## src/hw/cpu_timing_params.svh

```systemverilog
// Offsets, field positions, reset values and timing counts of the timing block
`ifndef CPU_TIMING_PARAMS_SVH
`define CPU_TIMING_PARAMS_SVH

// Oscillator clocks per machine cycle and per timer tick
`define CLK_PER_MC_NORMAL 11'h004
`define CLK_PER_MC_REDUCED 11'h400
`define CYC_LAST_NORMAL 10'h003
`define CYC_LAST_REDUCED 10'h3FF
`define TICK_LAST_SLOW 4'hB
`define TICK_LAST_FAST 4'h3
`define TICK_LEN_SLOW 4'hC
`define TICK_LEN_FAST 4'h4

// Register offsets
`define REG_CTRL 8'h00
`define REG_POWER 8'h01
`define REG_STATUS 8'h02
`define REG_PTR_SEL 8'h03
`define REG_PTR_AUTO 8'h04
`define REG_SP_LO 8'h05
`define REG_SP_HI 8'h06
`define REG_PTR_BASE 8'h08
`define PTR_STRIDE 8'h03

// Control register fields
`define CTRL_RR_REQ 0
`define CTRL_SWITCHBACK 1
`define CTRL_TIMER_FAST 2
`define CTRL_SP_WIDE 3
`define CTRL_DEMUX 4
`define CTRL_AMODE_LO 5
`define CTRL_AMODE_HI 6
`define CTRL_PF_RST_EN 7
`define CTRL_RESET 8'h00

// Power, status and pointer select fields
`define POWER_IDLE 0
`define POWER_STOP 1
`define STATUS_PF_WARN 0
`define STATUS_RR_ACTIVE 1
`define STATUS_BUSY 2
`define PTRSEL_TOGGLE 2

// Strap capture delay after reset release
`define STRAP_CAPTURE 2'h2

`endif

```

## src/hw/cpu_timing_pkg.sv

```systemverilog
// Types shared by the machine-cycle timing block
package cpu_timing_pkg;
    typedef enum logic [1:0] {
        AMODE_16 = 2'h0,
        AMODE_PAGED = 2'h1,
        AMODE_CONTIG = 2'h2
    } addr_mode_e;

    typedef enum logic [2:0] {
        IC_ONE = 3'h0,
        IC_PTR_INC = 3'h1,
        IC_EXT_READ = 3'h2,
        IC_MOV_DD = 3'h3,
        IC_FOUR = 3'h4,
        IC_FIVE = 3'h5
    } instr_class_e;

    typedef enum logic [1:0] {
        ST_READY = 2'b01,
        ST_EXEC = 2'b10
    } seq_state_e;
endpackage

```

## src/hw/cpu_machine_cycle_timing.sv

```systemverilog
// Machine-cycle timing, power modes, data pointers and stack width control
//
// Implementation choices: the plain strobed port and the placing of the registers.
`timescale 1ns/100ps
`default_nettype none
`include "cpu_timing_params.svh"

// Function
// - Normal machine cycle lasts four oscillator clocks.
// - Reduced-rate mode stretches machine cycle to 1024 clocks.
// - With switchback on, interrupt or serial activity leaves reduced-rate mode.
// - Timers advance every twelve clocks after reset.
// - Fast timer setting advances timers every four clocks.
// - One address-latch strobe pulse per machine cycle.
// - External data read through pointer takes two machine cycles.
// - Direct-to-direct move takes three machine cycles.
// - Pointer increment completes in one machine cycle.
// - Instructions take one to five machine cycles, never more.
// - Instructions affect flags exactly as legacy; only timing differs.
// - Stack pointer selectable 8 or 10 bits, reaching 1kB.
// - 16-bit, 24-bit paged and 24-bit contiguous address modes.
// - ROM disabled means power-up in 16-bit memory mode.
// - Each of four pointers may auto increment or decrement.
// - Automatic toggle between pointers for block moves.
// - Optional internal demultiplex of data and low address byte.
// - Falling supply raises warning interrupt and may force reset.
// - Software may place processor in idle or stop.
module cpu_machine_cycle_timing (
    // Clock and reset
    input wire logic clk_sys_in,
    input wire logic rst_n_in,
    // Register port
    input wire logic [7:0] reg_addr_in,
    input wire logic [7:0] reg_wdata_in,
    input wire logic reg_wr_in,
    input wire logic reg_rd_in,
    output logic [7:0] reg_rdata_out,
    // Instruction sequencing
    input wire logic instr_start_in,
    input wire logic [2:0] instr_class_in,
    output logic instr_ready_out,
    output logic instr_done_out,
    // Pins from outside the clock domain
    input wire logic ext_int_in,
    input wire logic serial_act_in,
    input wire logic pf_warn_in,
    input wire logic pf_crit_in,
    input wire logic rom_disable_in,
    // Timing strobes
    output logic ale_out,
    output logic mc_end_out,
    output logic timer_tick_out,
    // Status and configuration outputs
    output logic pf_irq_out,
    output logic pf_reset_out,
    output logic idle_out,
    output logic stop_out,
    output logic [1:0] addr_mode_out,
    output logic demux_out,
    output logic sp_wide_out,
    output logic [9:0] stack_ptr_out,
    output logic [1:0] ptr_sel_out,
    output logic [23:0] ptr_value_out
);

    // Machine cycles per instruction class
    function automatic logic [2:0] cycles_of(input logic [2:0] cls);
        case (cls)
            cpu_timing_pkg::IC_ONE: cycles_of = 3'h1;
            cpu_timing_pkg::IC_PTR_INC: cycles_of = 3'h1;
            cpu_timing_pkg::IC_EXT_READ: cycles_of = 3'h2;
            cpu_timing_pkg::IC_MOV_DD: cycles_of = 3'h3;
            cpu_timing_pkg::IC_FOUR: cycles_of = 3'h4;
            cpu_timing_pkg::IC_FIVE: cycles_of = 3'h5;
            default: cycles_of = 3'h1;
        endcase
    endfunction

    // Register byte address of pointer i, byte j
    function automatic logic ptr_hit(input logic [7:0] a, input int i, input int j);
        ptr_hit = (a == 8'(`REG_PTR_BASE + i * `PTR_STRIDE + j));
    endfunction

    logic [7:0] ctrl;
    logic rr_active;
    logic idle_q;
    logic stop_q;
    logic pf_flag;
    logic [1:0] ptr_sel;
    logic ptr_toggle_en;
    logic [7:0] ptr_auto;
    logic [9:0] stack_ptr;
    logic [9:0] cyc_cnt;
    logic [3:0] tick_cnt;
    logic [2:0] cyc_left;
    logic [2:0] exec_class;
    logic [23:0] ptr_q [4];
    cpu_timing_pkg::seq_state_e state;
    logic [4:0] sync_a;
    logic [4:0] sync_b;
    logic int_prev;
    logic ser_prev;
    logic [1:0] strap_cnt;
    logic running;
    logic cyc_end;
    logic wake_evt;
    logic accept;
    logic ptr_step;
    logic ptr_dec;
    logic wr_ctrl;

    // Two-stage synchronisers; only sync_b is read by logic
    always_ff @(posedge clk_sys_in) begin
        if (!rst_n_in) begin
            sync_a <= 5'h00;
            sync_b <= 5'h00;
        end else begin
            sync_a <= {rom_disable_in, pf_crit_in, pf_warn_in, serial_act_in, ext_int_in};
            sync_b <= sync_a;
        end
    end

    // Edge history for wake events
    always_ff @(posedge clk_sys_in) begin
        if (!rst_n_in) begin
            int_prev <= 1'b0;
            ser_prev <= 1'b0;
        end else begin
            int_prev <= sync_b[0];
            ser_prev <= sync_b[1];
        end
    end

    assign wake_evt = (sync_b[0] && !int_prev) || (sync_b[1] && !ser_prev);
    assign wr_ctrl = reg_wr_in && (reg_addr_in == `REG_CTRL);

    // Machine cycle counter; frozen in stop, idle keeps it running
    assign running = !stop_q;
    assign cyc_end = running && (cyc_cnt == (rr_active ? `CYC_LAST_REDUCED
                                                        : `CYC_LAST_NORMAL));
    always_ff @(posedge clk_sys_in) begin
        if (!rst_n_in) begin
            cyc_cnt <= 10'h000;
        end else if (cyc_end) begin
            cyc_cnt <= 10'h000;
        end else if (running) begin
            cyc_cnt <= cyc_cnt + 10'h001;
        end
    end

    // Cycle length follows the request only at a boundary, never mid-cycle
    always_ff @(posedge clk_sys_in) begin
        if (!rst_n_in) begin
            rr_active <= 1'b0;
        end else if (cyc_end) begin
            rr_active <= ctrl[`CTRL_RR_REQ];
        end
    end

    // Strobes: one latch pulse in the first clock of every cycle
    assign ale_out = running && (cyc_cnt == 10'h000);
    assign mc_end_out = cyc_end;

    // Control register, switchback and ROM strap
    always_ff @(posedge clk_sys_in) begin
        if (!rst_n_in) begin
            ctrl <= `CTRL_RESET;
            strap_cnt <= 2'h0;
        end else begin
            if (strap_cnt != 2'h3) begin
                strap_cnt <= strap_cnt + 2'h1;
            end
            if (wr_ctrl) begin
                ctrl <= reg_wdata_in;
            end else if (strap_cnt == `STRAP_CAPTURE && !sync_b[4]) begin
                // ROM firmware expects the flat map; ROM off stays 16-bit
                ctrl[`CTRL_AMODE_HI:`CTRL_AMODE_LO] <= cpu_timing_pkg::AMODE_CONTIG;
            end else if (ctrl[`CTRL_SWITCHBACK] && rr_active && wake_evt) begin
                ctrl[`CTRL_RR_REQ] <= 1'b0;
            end
        end
    end

    // Idle and stop; an external interrupt wakes from either
    always_ff @(posedge clk_sys_in) begin
        if (!rst_n_in) begin
            idle_q <= 1'b0;
            stop_q <= 1'b0;
        end else if (sync_b[0] && !int_prev) begin
            idle_q <= 1'b0;
            stop_q <= 1'b0;
        end else if (reg_wr_in && reg_addr_in == `REG_POWER) begin
            idle_q <= idle_q | reg_wdata_in[`POWER_IDLE];
            stop_q <= stop_q | reg_wdata_in[`POWER_STOP];
        end
    end

    // Timer prescaler: 12 clocks by default, 4 when fast
    always_ff @(posedge clk_sys_in) begin
        if (!rst_n_in) begin
            tick_cnt <= 4'h0;
            timer_tick_out <= 1'b0;
        end else if (!running) begin
            timer_tick_out <= 1'b0;
        end else if (tick_cnt >= (ctrl[`CTRL_TIMER_FAST] ? `TICK_LAST_FAST
                                                         : `TICK_LAST_SLOW)) begin
            tick_cnt <= 4'h0;
            timer_tick_out <= 1'b1;
        end else begin
            tick_cnt <= tick_cnt + 4'h1;
            timer_tick_out <= 1'b0;
        end
    end

    // Instruction sequencer; flags are the datapath's, untouched here
    assign instr_ready_out = (state == cpu_timing_pkg::ST_READY) && ale_out && !idle_q;
    assign accept = instr_start_in && instr_ready_out;
    assign instr_done_out = (state == cpu_timing_pkg::ST_EXEC) && cyc_end
                            && (cyc_left == 3'h1);
    always_ff @(posedge clk_sys_in) begin
        if (!rst_n_in) begin
            state <= cpu_timing_pkg::ST_READY;
            cyc_left <= 3'h0;
            exec_class <= 3'h0;
        end else begin
            case (state)
                cpu_timing_pkg::ST_READY: begin
                    if (accept) begin
                        state <= cpu_timing_pkg::ST_EXEC;
                        cyc_left <= cycles_of(instr_class_in);
                        exec_class <= instr_class_in;
                    end
                end
                cpu_timing_pkg::ST_EXEC: begin
                    if (instr_done_out) begin
                        state <= cpu_timing_pkg::ST_READY;
                    end else if (cyc_end) begin
                        cyc_left <= cyc_left - 3'h1;
                    end
                end
                default: state <= cpu_timing_pkg::ST_READY;
            endcase
        end
    end

    // Pointer stepping at the end of pointer-related instructions
    assign ptr_step = instr_done_out && ((exec_class == cpu_timing_pkg::IC_PTR_INC)
                      || (exec_class == cpu_timing_pkg::IC_EXT_READ
                          && ptr_auto[ptr_sel]));
    assign ptr_dec = (exec_class == cpu_timing_pkg::IC_EXT_READ) && ptr_auto[4 + ptr_sel];

    // Four data pointers; 16-bit mode wraps within 64kB
    for (genvar gi = 0; gi < 4; gi++) begin : g_ptr
        always_ff @(posedge clk_sys_in) begin
            if (!rst_n_in) begin
                ptr_q[gi] <= 24'h000000;
            end else if (reg_wr_in && ptr_hit(reg_addr_in, gi, 0)) begin
                ptr_q[gi][7:0] <= reg_wdata_in;
            end else if (reg_wr_in && ptr_hit(reg_addr_in, gi, 1)) begin
                ptr_q[gi][15:8] <= reg_wdata_in;
            end else if (reg_wr_in && ptr_hit(reg_addr_in, gi, 2)) begin
                ptr_q[gi][23:16] <= reg_wdata_in;
            end else if (ptr_step && ptr_sel == 2'(gi)) begin
                if (addr_mode_out == cpu_timing_pkg::AMODE_16) begin
                    ptr_q[gi][15:0] <= ptr_dec ? ptr_q[gi][15:0] - 16'h0001
                                               : ptr_q[gi][15:0] + 16'h0001;
                end else begin
                    ptr_q[gi] <= ptr_dec ? ptr_q[gi] - 24'h000001
                                         : ptr_q[gi] + 24'h000001;
                end
            end
        end
    end

    // Pointer select with automatic toggle after external reads
    always_ff @(posedge clk_sys_in) begin
        if (!rst_n_in) begin
            ptr_sel <= 2'h0;
            ptr_toggle_en <= 1'b0;
            ptr_auto <= 8'h00;
        end else begin
            if (reg_wr_in && reg_addr_in == `REG_PTR_SEL) begin
                ptr_sel <= reg_wdata_in[1:0];
                ptr_toggle_en <= reg_wdata_in[`PTRSEL_TOGGLE];
            end else if (instr_done_out && ptr_toggle_en
                         && exec_class == cpu_timing_pkg::IC_EXT_READ) begin
                ptr_sel[0] <= ~ptr_sel[0];
            end
            if (reg_wr_in && reg_addr_in == `REG_PTR_AUTO) begin
                ptr_auto <= reg_wdata_in;
            end
        end
    end

    // Stack pointer; upper bits held at zero in 8-bit form
    always_ff @(posedge clk_sys_in) begin
        if (!rst_n_in) begin
            stack_ptr <= 10'h007;
        end else if (reg_wr_in && reg_addr_in == `REG_SP_LO) begin
            stack_ptr[7:0] <= reg_wdata_in;
        end else if (reg_wr_in && reg_addr_in == `REG_SP_HI && ctrl[`CTRL_SP_WIDE]) begin
            stack_ptr[9:8] <= reg_wdata_in[1:0];
        end else if (!ctrl[`CTRL_SP_WIDE]) begin
            stack_ptr[9:8] <= 2'h0;
        end
    end

    // Power-fail: sticky warning, set wins over write-one-to-clear
    always_ff @(posedge clk_sys_in) begin
        if (!rst_n_in) begin
            pf_flag <= 1'b0;
            pf_reset_out <= 1'b0;
        end else begin
            if (sync_b[2]) begin
                pf_flag <= 1'b1;
            end else if (reg_wr_in && reg_addr_in == `REG_STATUS
                         && reg_wdata_in[`STATUS_PF_WARN]) begin
                pf_flag <= 1'b0;
            end
            pf_reset_out <= sync_b[3] && ctrl[`CTRL_PF_RST_EN];
        end
    end

    // Read data, one cycle after the read strobe; unmapped reads zero
    always_ff @(posedge clk_sys_in) begin
        if (!rst_n_in) begin
            reg_rdata_out <= 8'h00;
        end else if (reg_rd_in) begin
            reg_rdata_out <= 8'h00;
            case (reg_addr_in)
                `REG_CTRL: reg_rdata_out <= ctrl;
                `REG_POWER: reg_rdata_out <= {6'h00, stop_q, idle_q};
                `REG_STATUS: reg_rdata_out <= {5'h00, state == cpu_timing_pkg::ST_EXEC,
                                               rr_active, pf_flag};
                `REG_PTR_SEL: reg_rdata_out <= {5'h00, ptr_toggle_en, ptr_sel};
                `REG_PTR_AUTO: reg_rdata_out <= ptr_auto;
                `REG_SP_LO: reg_rdata_out <= stack_ptr[7:0];
                `REG_SP_HI: reg_rdata_out <= {6'h00, stack_ptr[9:8]};
                default: begin
                    for (int i = 0; i < 4; i++) begin
                        if (ptr_hit(reg_addr_in, i, 0)) reg_rdata_out <= ptr_q[i][7:0];
                        if (ptr_hit(reg_addr_in, i, 1)) reg_rdata_out <= ptr_q[i][15:8];
                        if (ptr_hit(reg_addr_in, i, 2)) reg_rdata_out <= ptr_q[i][23:16];
                    end
                end
            endcase
        end
    end

    // Output views of state
    assign pf_irq_out = pf_flag;
    assign idle_out = idle_q;
    assign stop_out = stop_q;
    assign addr_mode_out = ctrl[`CTRL_AMODE_HI:`CTRL_AMODE_LO];
    assign demux_out = ctrl[`CTRL_DEMUX];
    assign sp_wide_out = ctrl[`CTRL_SP_WIDE];
    assign stack_ptr_out = stack_ptr;
    assign ptr_sel_out = ptr_sel;
    assign ptr_value_out = ptr_q[ptr_sel];

    // Checking helpers: clocks per cycle, latch pulses, ticks
    logic [10:0] run_len;
    logic [1:0] ale_seen;
    logic [3:0] tick_gap;
    logic fast_moved;
    logic [10:0] sb_wait;
    // Clocks spent in a long cycle after the request dropped; bounds the switchback
    always_ff @(posedge clk_sys_in) begin
        if (!rst_n_in) begin
            sb_wait <= 11'h000;
        end else if (rr_active && !ctrl[`CTRL_RR_REQ] && running) begin
            sb_wait <= (sb_wait == 11'h7FF) ? sb_wait : sb_wait + 11'h001;
        end else if (!rr_active || ctrl[`CTRL_RR_REQ]) begin
            sb_wait <= 11'h000;
        end
    end
    always_ff @(posedge clk_sys_in) begin
        if (!rst_n_in) begin
            run_len <= 11'h000;
            ale_seen <= 2'h0;
            tick_gap <= 4'h0;
            fast_moved <= 1'b1;
        end else begin
            if (cyc_end) run_len <= 11'h000;
            else if (running) run_len <= run_len + 11'h001;
            if (cyc_end) ale_seen <= 2'h0;
            else if (ale_out && ale_seen != 2'h3) ale_seen <= ale_seen + 2'h1;
            if (timer_tick_out) tick_gap <= 4'h1;
            else if (running && tick_gap != 4'hF) tick_gap <= tick_gap + 4'h1;
            if (timer_tick_out) fast_moved <= 1'b0;
            else if (wr_ctrl || !running) fast_moved <= 1'b1;
        end
    end
endmodule // cpu_machine_cycle_timing
`default_nettype wire

```

## config.mk

```make
export PLATFORM = sky130hd
export DESIGN_NAME = cpu_machine_cycle_timing
export DESIGN_NICKNAME = d
export VERILOG_FILES = /design/src/hw/cpu_timing_pkg.sv /design/src/hw/cpu_machine_cycle_timing.sv
export VERILOG_INCLUDE_DIRS = /design/src /design/src/hw
export SDC_FILE = /design/constraint.sdc
export NUM_CORES = 1
export LEC_CHECK = 0
export BUFFER_PORTS_ARGS = -buffer_cell sky130_fd_sc_hd__buf_2
export CORE_MARGIN = 3
export CORE_UTILIZATION = 60
export DETAILED_ROUTE_END_ITERATION = 6
export PLACE_DENSITY_LB_ADDON = 0.15
export SETUP_SLACK_MARGIN = 0.05
export SYNTH_ARGS = -nofsm -noshare
export SYNTH_HDL_FRONTEND = slang
export SYNTH_SLANG_ARGS = --single-unit
```

## constraint.sdc

```tcl
create_clock -name clk_sys_in -period 6.1 [get_ports clk_sys_in]
set_clock_uncertainty 0.1 [all_clocks]
set_input_delay 1.22 -clock clk_sys_in [delete_from_list [all_inputs] [get_ports clk_sys_in]]
set_output_delay 1.22 -clock clk_sys_in [all_outputs]
set_load 0.005 [all_outputs]
```

Word-level counts from Yosys, hierarchy flattened
Memory sizes are Yosys's and may differ from the RTL's.
Index checks and enable logic that the tools add are counted.
{ "totals": {"reg_bits": 79, "ramBits": 96, "input_bits": 29, "output_inout_bits": 57, "word_cells": 373, "memories": 1} }
{ "mem_list": {"columns": ["name", "words", "word_bits", "read_ports", "rd_ports_with_merged_regs", "wr", "line_no", "source"], "rows": [
  ["ptr_q", 4, 24, 5, 0, 4, "cpu_machine_cycle_timing.sv:97", "logic [23:0] ptr_q [4];"]
]} }
{ "op_classes": {"n_addsub": 21, "magnitude_cmp": 3, "eq_ne": 39, "muxes": 179, "n_bitwise": 37, "n_reduce_logical": 67} }
{ "ops": {"columns": ["cell", "n"], "rows": [
  ["$mux W8", 44],
  ["$mux W1", 109],
  ["$add A24 B1 Y24 const B", 4],
  ["$mux W24", 4],
  ["$sub A24 B1 Y24 const B", 4],
  ["$add A16 B1 Y16 const B", 4],
  ["$eq A8 B4 Y1 const B", 8],
  ["$mux W16", 4],
  ["$sub A16 B1 Y16 const B", 4],
  ["$pmux W8 S7", 1],
  ["$logic_and A1 B1 Y1", 43],
  ["$or A1 B1 Y1", 34],
  ["$eq A8 B5 Y1 const B", 4],
  ["$eq A8 B3 Y1 const B", 3],
  ["$eq A8 B2 Y1 const B", 2],
  ["$mux W2", 6],
  ["$ne A2 B2 Y1 const B", 6],
  ["$pmux W3 S4", 1],
  ["$add A10 B1 Y10 const B", 1],
  ["$eq A10 B10 Y1", 1],
  ["$logic_not A10 Y1", 1],
  ["$mux W10", 1],
  ["$reduce_bool A2 Y1", 5],
  ["$eq A3 B2 Y1 const B", 3],
  ["27 further kinds", 49]
]} }

Depth between registers and ports, before layout
Gate-level depths: netlist of run 1.
{ "logic_depth": {"depth_word": 15, "mapped_depth": 15, "depth_no_buf": 13} }

Worst setup path before layout of run 1
OpenSTA, ideal clock, no wires.
{ "synth_path": {"path_kind": "register -> register", "start": "register ptr_sel[0], in the netlist ptr_sel_out[0]", "end": "memory ptr_q[2][14], data pin", "setup_time_ps": 256, "arrival_ps": 4807, "t_required_ps": 5744, "slack_ps": 937, "path_stages_with_launch": 15, "path_buffers": 1, "synth_period_minus_slack_ps": 5163, "path_cell_list": "dfxtp_1 > buf_4 > mux4_2 > nand2_1 > inv_1 > ha_1 > nor2b_1 > o21a_1 > o21ai_1 > a311oi_1 > or2_2 > a2111oi_0 > nor3_1 > xor2_1 > a22o_1"} }
{ "synth_rtl": {"columns": ["item", "line_no", "source"], "rows": [
  ["start: declaration", "cpu_machine_cycle_timing.sv:89", "logic [1:0] ptr_sel;"],
  ["start signal: assignment", "cpu_machine_cycle_timing.sv:283", "ptr_sel <= reg_wdata_in[1:0];"],
  ["start signal: assignment", "cpu_machine_cycle_timing.sv:287", "ptr_sel[0] <= ~ptr_sel[0];"],
  ["end: declaration", "cpu_machine_cycle_timing.sv:97", null]
]} }

==> results of run 1 <==
path summary, 6_finish.rpt:
| check | endpoint | cells past startpoint |
|---|---|---|
| max | ptr_q[1][23] | 12 |
| min | sync_b[2] | 1 |
| max reg2reg | ptr_q[1][23] | 12 |
| min reg2reg | sync_b[2] | 1 |
power breakdown:
part	switching [mW]	internal (mW)
Clock	0.564	0.563
Sequential	0.0727	1.29
Combinational	0.210	0.129
critical path, stage by stage (launching register included):
cell and delay [ns]:
dfxtp_1 0.36, nor3b_1 0.34, nand2_1 0.14, inv_2 0.53
ha_1 0.38, a211oi_1 0.29, nor2_1 0.12, o41ai_1 0.70
a2111oi_2 0.28, a221oi_1 0.45, a21oi_1 0.15, xnor2_1 0.15
a22o_1 0.19
cells in the mapped netlist (13+ instances only):
library cell,count
and2_1,16
a21o_1,27
mux2i_1,20
and3_1,13
nand2_1,203
o21ai_0,128
nand3_1,26
a21oi_1,108
nor3_1,32
a221oi_1,14
ha_1,96
clkbuf_1,46
nor2_1,109
xnor2_1,40
a211oi_1,17
edfxtp_1,96
nor2b_1,15
nand2b_1,25
a31oi_1,14
mux4_2,36
a22o_1,26
dfxtp_1,79
xor2_1,56
inv_1,30
area by class of cell:
| type | count | area (um2) | share of cell area (%) |
|---|---|---|---|
| clock inverter | 15 | 179 | 1.24 |
| multi-input combinational | 1193 | 8360 | 58.0 |
| inverter | 31 | 116 | 0.807 |
| sequential | 175 | 4470 | 31.0 |
| clock buffer | 17 | 425 | 2.95 |
| timing repair buffer | 98 | 523 | 3.63 |
| tap | 275 | 344 | 2.39 |
logic make-up after synthesis:
| group | Yosys count | synth area share, % |
|---|---|---|
| fa+ha+maj | 100 | 9.68 |
| xor+xnor | 96 | 6.35 |
| buf+inv | 99 | 3.08 |
| flops | 175 | 33.7 |
| mux | 56 | 7.64 |
| simple gates | 497 | 17.8 |
| compound gates | 444 | 21.7 |
flip-flops by register name, indices dropped and copies added (netlist names), 2 cells and up:
register / cells
sync_a: 5
reg_rdata_out: 8
state: 2
ptr_auto: 8
sync_b: 5
cyc_cnt: 10
stack_ptr_out: 10
tick_cnt: 4
ptr_q: 96
strap_cnt: 2
ptr_sel_out: 2
exec_class: 3
cyc_left: 3
ctrl: 8
per-layer routing:
layer	GRT usage (%)	part of all wire (%)
met1	49.8	40
met2	52.1	43
met3	7.55	12
met4	16.0	5.0
met5	0	0.075
placed cells by master (no fill, tap or decap), types with 25 or more instances in the layout:
cell      synthesis  routed
nor3_1           32      32
xor2_1           56      56
inv_1            30      29
buf_2            11      85
a22o_1           26      26
nand3_1          26      26
a21o_1           27      27
nor2_1          109     109
xnor2_1          40      40
dfxtp_1          79      78
ha_1             96      96
nand2b_1         25      25
edfxtp_1         96      96
nand2_1         203     203
o21ai_0         128     128
a21oi_1         108     108
mux4_2           36      36
per-stage QoR:
stage,hold slack [ns],power (mW),cells,utilization (%)
6_report,0.338,2.83,1804,67.5
2_1_floorplan,0.305,1.58,1467,-
5_1_grt,0.361,2.92,1804,67.5
3_5_place_dp,0.320,1.72,1772,64.7
4_1_cts,0.341,2.82,1804,67.5
3_3_place_gp,0.314,1.71,1772,64.7
==> flow_metrics.env, run 1 <==
export IMPL_areaGrowthSynthToFinish_pct=8.92
export IMPL_coreArea_um2=21400
export IMPL_synth_area_um2=13200
export IMPL_cts_sinks=175
export IMPL_gr_usage_all_layers_pct=35.2
export IMPL_setup_viol_count_final=0
export IMPL_io_buffers=85
export IMPL_dr_pass1_iters=6
export IMPL_routed_wl_um=42600
export IMPL_avgRoutedWirePerCell_um=23.6
export IMPL_cp_max_fo=33
export IMPL_pre_cts_slack_ns=1.66
export IMPL_vdd_drop_max_uv=159
export IMPL_grt_max_degree=49
export IMPL_finalInstanceArea_um2=14400
export IMPL_hold_path_startpoint="sync_a[2]"
export IMPL_period_share_pct=73.2
export IMPL_holdCritPathClass="flip-flop to flip-flop"
export IMPL_cts_hold_buffers_added=0
export IMPL_endpoint_kind="flip-flop"
export IMPL_antenna_found_initial=2
export IMPL_rrSetupSlack_ns=1.64
export IMPL_setup_tns_final_ns=0
export IMPL_io_pins=86
export IMPL_leakage_nw=5.71
export IMPL_tightest_slew_ns=1.38
export IMPL_finalWorstSetupSlack_ns=1.64
export IMPL_cap_violations=0
export IMPL_place_hpwl_um=30800
export IMPL_worstSkewPairLatency_ns=0.44
export IMPL_h_tree_depth=4
export IMPL_nNetsFinal=1645
export IMPL_worstSetupStartpointType="flip-flop"
export IMPL_cp_required_ns=6.19
export IMPL_cts_inserted_buffers=17
export IMPL_avgSynthCellArea_um2=9.02
export IMPL_final_antenna_net_count=0
export IMPL_ys_seq_area_share_pct=33.7
export IMPL_nFillCells=1729
export IMPL_r2r_start="exec_class[1]"
export IMPL_avgViaCountPerCell=6.76
export IMPL_synth_seq_cells=175
export IMPL_yosysTopAreaCellShare_pct=21.8
export IMPL_synthArstFlopShare_pct=0
export IMPL_p_per_area_nw_per_um2=196
export IMPL_route_detailed_drc=0
export IMPL_cts_root_to_sink_buffers=2
export IMPL_first_global_vias=11100
export IMPL_synth_cell_types=88
export IMPL_crit_arrival_ns=4.56
export IMPL_syn_inst=1467
export IMPL_die_h_um=155
export IMPL_finalMaxSlewViolations=0
export IMPL_synth_area_top_cells="edfxtp_1 22%, dfxtp_1 12%, ha_1 9.1%, mux4_2 6.1%, nand2_1 5.8%"
export IMPL_rsz0062_at_grt="false"
export IMPL_status="finished clean"
export IMPL_dieArea_um2=23900
export IMPL_cts_repair_resized=0
export IMPL_drtIter0Drc=1490
export IMPL_synthFlopType="edfxtp_1"
export IMPL_grt_ovfl_total=0
export IMPL_cts_tree="yes"
export IMPL_clkSlewWorstSetupHoldPaths_ns=0.08
export IMPL_syn_nets=1596
export IMPL_std_cell_rows=53
export IMPL_globalplace_congestion=0.981
export IMPL_die_w_um=155
export IMPL_hold_viol=0
export IMPL_post_cts_buffers=0
export IMPL_critPathLaunch="exec_class[1]"
export IMPL_place_area_um2=13800
export IMPL_synth_edff_count=96
export IMPL_vias=12200
export IMPL_min_period_ns=4.46
export IMPL_cts_root_buf="clkbuf_16"
export IMPL_relSlewSlack_pct=6.74
export IMPL_drive_gt1_share_pct=13.5
export IMPL_synth_warnings=0
export IMPL_crit_type="flip-flop to flip-flop"
export IMPL_diodes=0
export IMPL_fmax_mhz=224
export IMPL_yosys_area_top_type="edfxtp_1"
export IMPL_start_util_pct=62.0
export IMPL_grt_pass1_wl_um=65200
(Power assumes the default switching activity.)
==> run 2: changes to the inputs <==
- CORE_UTILIZATION: 60 -> 56
- clock period: 6.1 -> 3.9 ns (I/O delays scaled with it)
==> flow_metrics.env, run 2 (synthesis gave the netlist of run 1 again) <==
export IMPL_antenna_found_initial=3
export IMPL_clockPowerShare_pct=39.7
export IMPL_p_int_mw=3.13
export IMPL_holdWs_ns=0.332
export IMPL_mostFrequentLayoutCell="nand2_1"
export IMPL_utilization_pct=68.7
export IMPL_dr_pass1_iters=7
export IMPL_cts_hold_buffers_added=0
export IMPL_holdCritPathClass="flip-flop to flip-flop"
export IMPL_globalplace_congestion=0.991
export IMPL_grt_max_degree=50
export IMPL_period_share_pct=97.7
export IMPL_top_layer="met5"
export IMPL_tightest_slew_ns=1.09
export IMPL_vdd_drop_max_uv=275
export IMPL_cts_inserted_buffers=17
export IMPL_routed_wl_um=44800
export IMPL_regMostFlops="ptr_q"
export IMPL_nNetsFinal=1712
export IMPL_diodes=0
export IMPL_clkSlewWorstSetupHoldPaths_ns=0.08
export IMPL_cts_root_buf="clkbuf_16"
export IMPL_die_w_um=160
export IMPL_wl_met1_um=17900
export IMPL_min_period_ns=3.81
export IMPL_grt_ovfl_total=0
export IMPL_dieArea_um2=25500
export IMPL_first_global_vias=11500
export IMPL_p_sw_mw=1.37
export IMPL_areaGrowthSynthToFinish_pct=19.0
export IMPL_p_per_area_nw_per_um2=286
export IMPL_cp_required_ns=4.01
export IMPL_avgViaCountPerCell=6.58
export IMPL_vias=12600
export IMPL_swShare_pct=30.4
export IMPL_fin_cells=1909
export IMPL_avgRoutedWirePerCell_um=23.5
export IMPL_grt_pass1_wl_um=67600
export IMPL_drive_gt1_share_pct=22.9
export IMPL_rsz0062_at_grt="true"
export IMPL_die_h_um=160
export IMPL_hold_viol=0
export IMPL_finalMaxSlewViolations=0
export IMPL_gr_usage_all_layers_pct=34.1
export IMPL_cts_sinks=175
export IMPL_setup_viol_count_final=0
export IMPL_cts_root_to_sink_buffers=2
export IMPL_leakage_nw=6.11
export IMPL_coreArea_um2=22900
export IMPL_crit_arrival_ns=3.92
export IMPL_std_cell_rows=55
export IMPL_endpoint_kind="flip-flop"
export IMPL_violations="DRC"
export IMPL_cp_max_fo=13
export IMPL_status="finished, violations left"
export IMPL_worstSetupStartpointType="flip-flop"
export IMPL_relSlewSlack_pct=26.8
export IMPL_fmax_mhz=262
export IMPL_final_cell_mix="198 x nand2_1, 106 x nor2_1, 96 x edfxtp_1"
export IMPL_start_util_pct=57.8
export IMPL_comb_power_share_pct=12.7
export IMPL_drtIter0Drc=1574
export IMPL_crit_type="flip-flop to flip-flop"
export IMPL_io_pins=86
export IMPL_wl_met2_um=19300
export IMPL_cap_violations=0
export IMPL_dr_wl_met3_um=5500
export IMPL_cts_tree="yes"
export IMPL_final_antenna_net_count=0
export IMPL_place_hpwl_um=31800
export IMPL_pwr_share_seq_pct=47.6
export IMPL_worstSkewPairLatency_ns=0.45
export IMPL_route_detailed_drc=19
export IMPL_largest_reg_flops=96
export IMPL_dpl_cell_count=1855
export IMPL_h_tree_depth=4
export IMPL_io_buffers=85
run 2: cell types whose count changed in the layout (fill, tap and decap cells not counted), sizes merged:
cell / before / now
buf: 98 / 163
inv: 41 / 38
bufbuf: 0 / 2
clkinv: 5 / 7
clkinvlp: 0 / 1
run 2: repair_timing:
action | 4_1_cts | 5_1_grt
setup buffers | 1 | 18
endpoints found under the setup margin | 1 | 23
resized for setup | 1 | 39
cloned | 3 | 0
pin swaps | 0 | 25
run 2: path summary, 6_finish.rpt:
check                      start            to  slack, ns  depth (start not counted)
hold / removal         sync_b[1]      ser_prev       0.33                          2
hold reg to reg        sync_b[1]      ser_prev       0.33                          2
setup reg to reg  ptr_sel_out[0]  ptr_q[3][23]       0.09                         15
setup / recovery  ptr_sel_out[0]  ptr_q[3][23]       0.09                         15
run 2: worst max-delay path, cell delays in order (launching register included):
cell and delay (ns):
dfxtp_2 0.35, mux4_2 0.55, nand2_4 0.10, clkinvlp_4 0.09, buf_12 0.16, buf_12 0.16
ha_1 0.38, a21bo_2 0.27, a31oi_4 0.16, nor4_2 0.05, buf_4 0.16, o311a_1 0.36
nor3_2 0.22, a31oi_1 0.14, xnor2_1 0.14, a22o_1 0.18
run 2: power by group through the flow:
stage               Combinational, mW  Clock [mW]  Sequential (mW)
detailed placement              0.545           0             2.17
floorplan                       0.379           0             2.11
global route                    0.620        1.87             2.14
CTS                             0.550        1.79             2.13
finish                          0.574        1.79             2.14
global placement                0.539           0             2.17
run 2: final cells by class:
class                           count  area (um2)
Sequential cell                   175        4470
Fill cell                        1807        7160
Clock inverter                     15         184
Timing Repair Buffer              165        1150
Inverter                           31         120
Tap cell                          313         392
Clock buffer                       17         425
Multi-Input combinational cell   1193        9020
run 2: per-stage QoR:
step | area, um2 | total power [mW] | setup WS [ns] | setup TNS [ns]
2_1_floorplan | 13700 | 2.49 | -1.17 | -57.43
3_3_place_gp | 14700 | 2.71 | 0.177 | 0
3_5_place_dp | 14700 | 2.72 | 0.0734 | 0
4_1_cts | 15400 | 4.47 | 0.0486 | 0
5_1_grt | 15800 | 4.63 | 0.00619 | 0
6_report | 15800 | 4.50 | 0.0895 | 0
run 2: layer usage:
metal,GRT usage [%],vias to the layer above
li1,-,5711
met1,46.9,5895
met2,50.7,780
met3,9.81,171
met4,13.8,8
met5,0,-
==> run 3: changes to the inputs <==
- REMOVE_ABC_BUFFERS: not set -> 1
==> flow_metrics.env, run 3 (synthesis gave the netlist of run 1 again) <==
export IMPL_clkSlewWorstSetupHoldPaths_ns=0.08
export IMPL_globalplace_congestion=1.01
export IMPL_antenna_found_initial=0
export IMPL_drtIter0Drc=1611
export IMPL_r2r_end="ptr_q[2][14]"
export IMPL_routed_wl_um=43500
export IMPL_critPathLaunch="ptr_sel_out[0]"
export IMPL_rrSetupSlack_ns=0.15
export IMPL_crit_type="flip-flop to flip-flop"
export IMPL_setup_tns_final_ns=0
export IMPL_gr_usage_all_layers_pct=33.0
export IMPL_status="finished clean"
export IMPL_hold_depth=1
export IMPL_grt_max_degree=35
export IMPL_hold_viol=0
export IMPL_cts_root_to_sink_buffers=2
export IMPL_rr_worst_depth=14
export IMPL_p_per_area_nw_per_um2=300
export IMPL_coreArea_um2=22900
export IMPL_dr_pass1_iters=6
export IMPL_h_tree_depth=4
export IMPL_io_pins=86
export IMPL_cts_root_buf="clkbuf_16"
export IMPL_crit_arrival_ns=3.87
export IMPL_endpoint_kind="flip-flop"
export IMPL_holdCritPathClass="flip-flop to flip-flop"
export IMPL_die_h_um=160
export IMPL_grt_pass1_wl_um=65800
export IMPL_avgRoutedWirePerCell_um=23.0
export IMPL_largest_reg_flops=96
export IMPL_place_hpwl_um=31600
export IMPL_drive_gt1_share_pct=17.7
export IMPL_route_detailed_drc=0
export IMPL_leakage_nw=5.97
export IMPL_nNetsFinal=1690
export IMPL_vdd_drop_max_uv=227
export IMPL_fmax_mhz=267
export IMPL_cts_sinks=175
export IMPL_min_to="sync_b[4]"
export IMPL_vias=12400
export IMPL_finalMaxSlewViolations=0
export IMPL_setup_viol_count_final=0
export IMPL_p_total_mw=4.54
export IMPL_final_antenna_net_count=0
export IMPL_cp_required_ns=4.02
export IMPL_cap_violations=0
export IMPL_regMostFlops="ptr_q"
export IMPL_min_period_ns=3.75
export IMPL_hold_path_startpoint="sync_a[4]"
export IMPL_cts_inserted_buffers=17
export IMPL_dieArea_um2=25500
export IMPL_areaGrowthSynthToFinish_pct=14.1
export IMPL_finalWorstSetupSlack_ns=0.149
export IMPL_first_global_vias=11500
export IMPL_avgViaCountPerCell=6.58
export IMPL_final_cell_mix="201 x nand2_1, 121 x o21ai_0, 109 x nor2_1"
export IMPL_start_util_pct=57.8
export IMPL_diodes=0
export IMPL_die_w_um=160
export IMPL_io_buffers=85
export IMPL_cts_tree="yes"
export IMPL_std_cell_rows=55
export IMPL_worstSkewPairLatency_ns=0.46
export IMPL_worstSetupStartpointType="flip-flop"
export IMPL_grt_ovfl_total=0
export IMPL_tightest_slew_ns=1.12
export IMPL_cp_max_fo=25
export IMPL_period_share_pct=96.2
export IMPL_rsz0062_at_grt="true"
export IMPL_r2r_start="ptr_sel_out[0]"
export IMPL_mostFrequentLayoutCell="nand2_1"
export IMPL_pre_cts_slack_ns=0.0446
export IMPL_relSlewSlack_pct=24.5
==> run 3: report_power, final <==
group | switching, mW | total, mW | internal [mW]
sequential | 0.116 | 2.14 | 2.02
combinational | 0.334 | 0.550 | 0.216
clock | 0.947 | 1.85 | 0.902
total | 1.40 | 4.54 | 3.14
==> run 3: worst max path at each step <==
stage | depth (start not counted) | end | slack [ns]
6_report | 14 | ptr_q[2][14] | 0.15
3_3_place_gp | 15 | ptr_q[3][15] | 0.07
4_1_cts | 14 | ptr_q[3][22] | 0.03
3_5_place_dp | 14 | ptr_q[3][22] | 0.04
2_1_floorplan | 13 | ptr_q[2][14] | -2.37
5_1_grt | 13 | ptr_q[0][18] | 0.002
==> run 3: per-layer routing <==
layer / part of all wire (%) / up-vias / GRT usage [%]
met2: 43 / 722 / 49.2
met1: 40 / 5881 / 46.0
met4: 5.7 / 0 / 16.2
met3: 12 / 149 / 6.69
li1: - / 5667 / -
met5: 0 / - / 0
==> run 3: worst max-delay path, cell delays in order (launching register included) <==
cell	delay (ns)
dfxtp_2	0.35
mux4_2	0.52
nand2_2	0.11
inv_2	0.07
buf_12	0.16
ha_1	0.34
nor2b_1	0.15
o21a_1	0.18
o21ai_2	0.17
a311oi_1	0.14
or2_2	0.33
a2111oi_1	0.39
nor3_1	0.12
xor2_1	0.15
a22o_1	0.20
==> run 3: cell type report <==
class	count	area, um2
Timing Repair Buffer	143	911
Fill cell	1899	7810
Sequential cell	175	4470
Tap cell	313	392
Clock inverter	15	216
Multi-Input combinational cell	1193	8580
Clock buffer	17	425
Inverter	31	116
==> run 3: what timing repair did <==
item / CTS / global route
hold buffers: 0 / 0
gates resized for setup: 5 / 40
buffers inserted: 0 / 5
setup endpoints to repair: 3 / 26
pin swaps: 1 / 17
==> run 3: metrics by stage <==
stage          std cells  instance area, um2  utilization, %  hold WS (ns)
3_5_place_dp        1850               14200            62.0         0.320
3_3_place_gp        1850               14200            62.0         0.314
2_1_floorplan       1399               12900               -         0.305
4_1_cts             1882               14900            64.9         0.341
5_1_grt             1887               15100            65.9         0.352
6_report            1887               15100            65.9         0.338
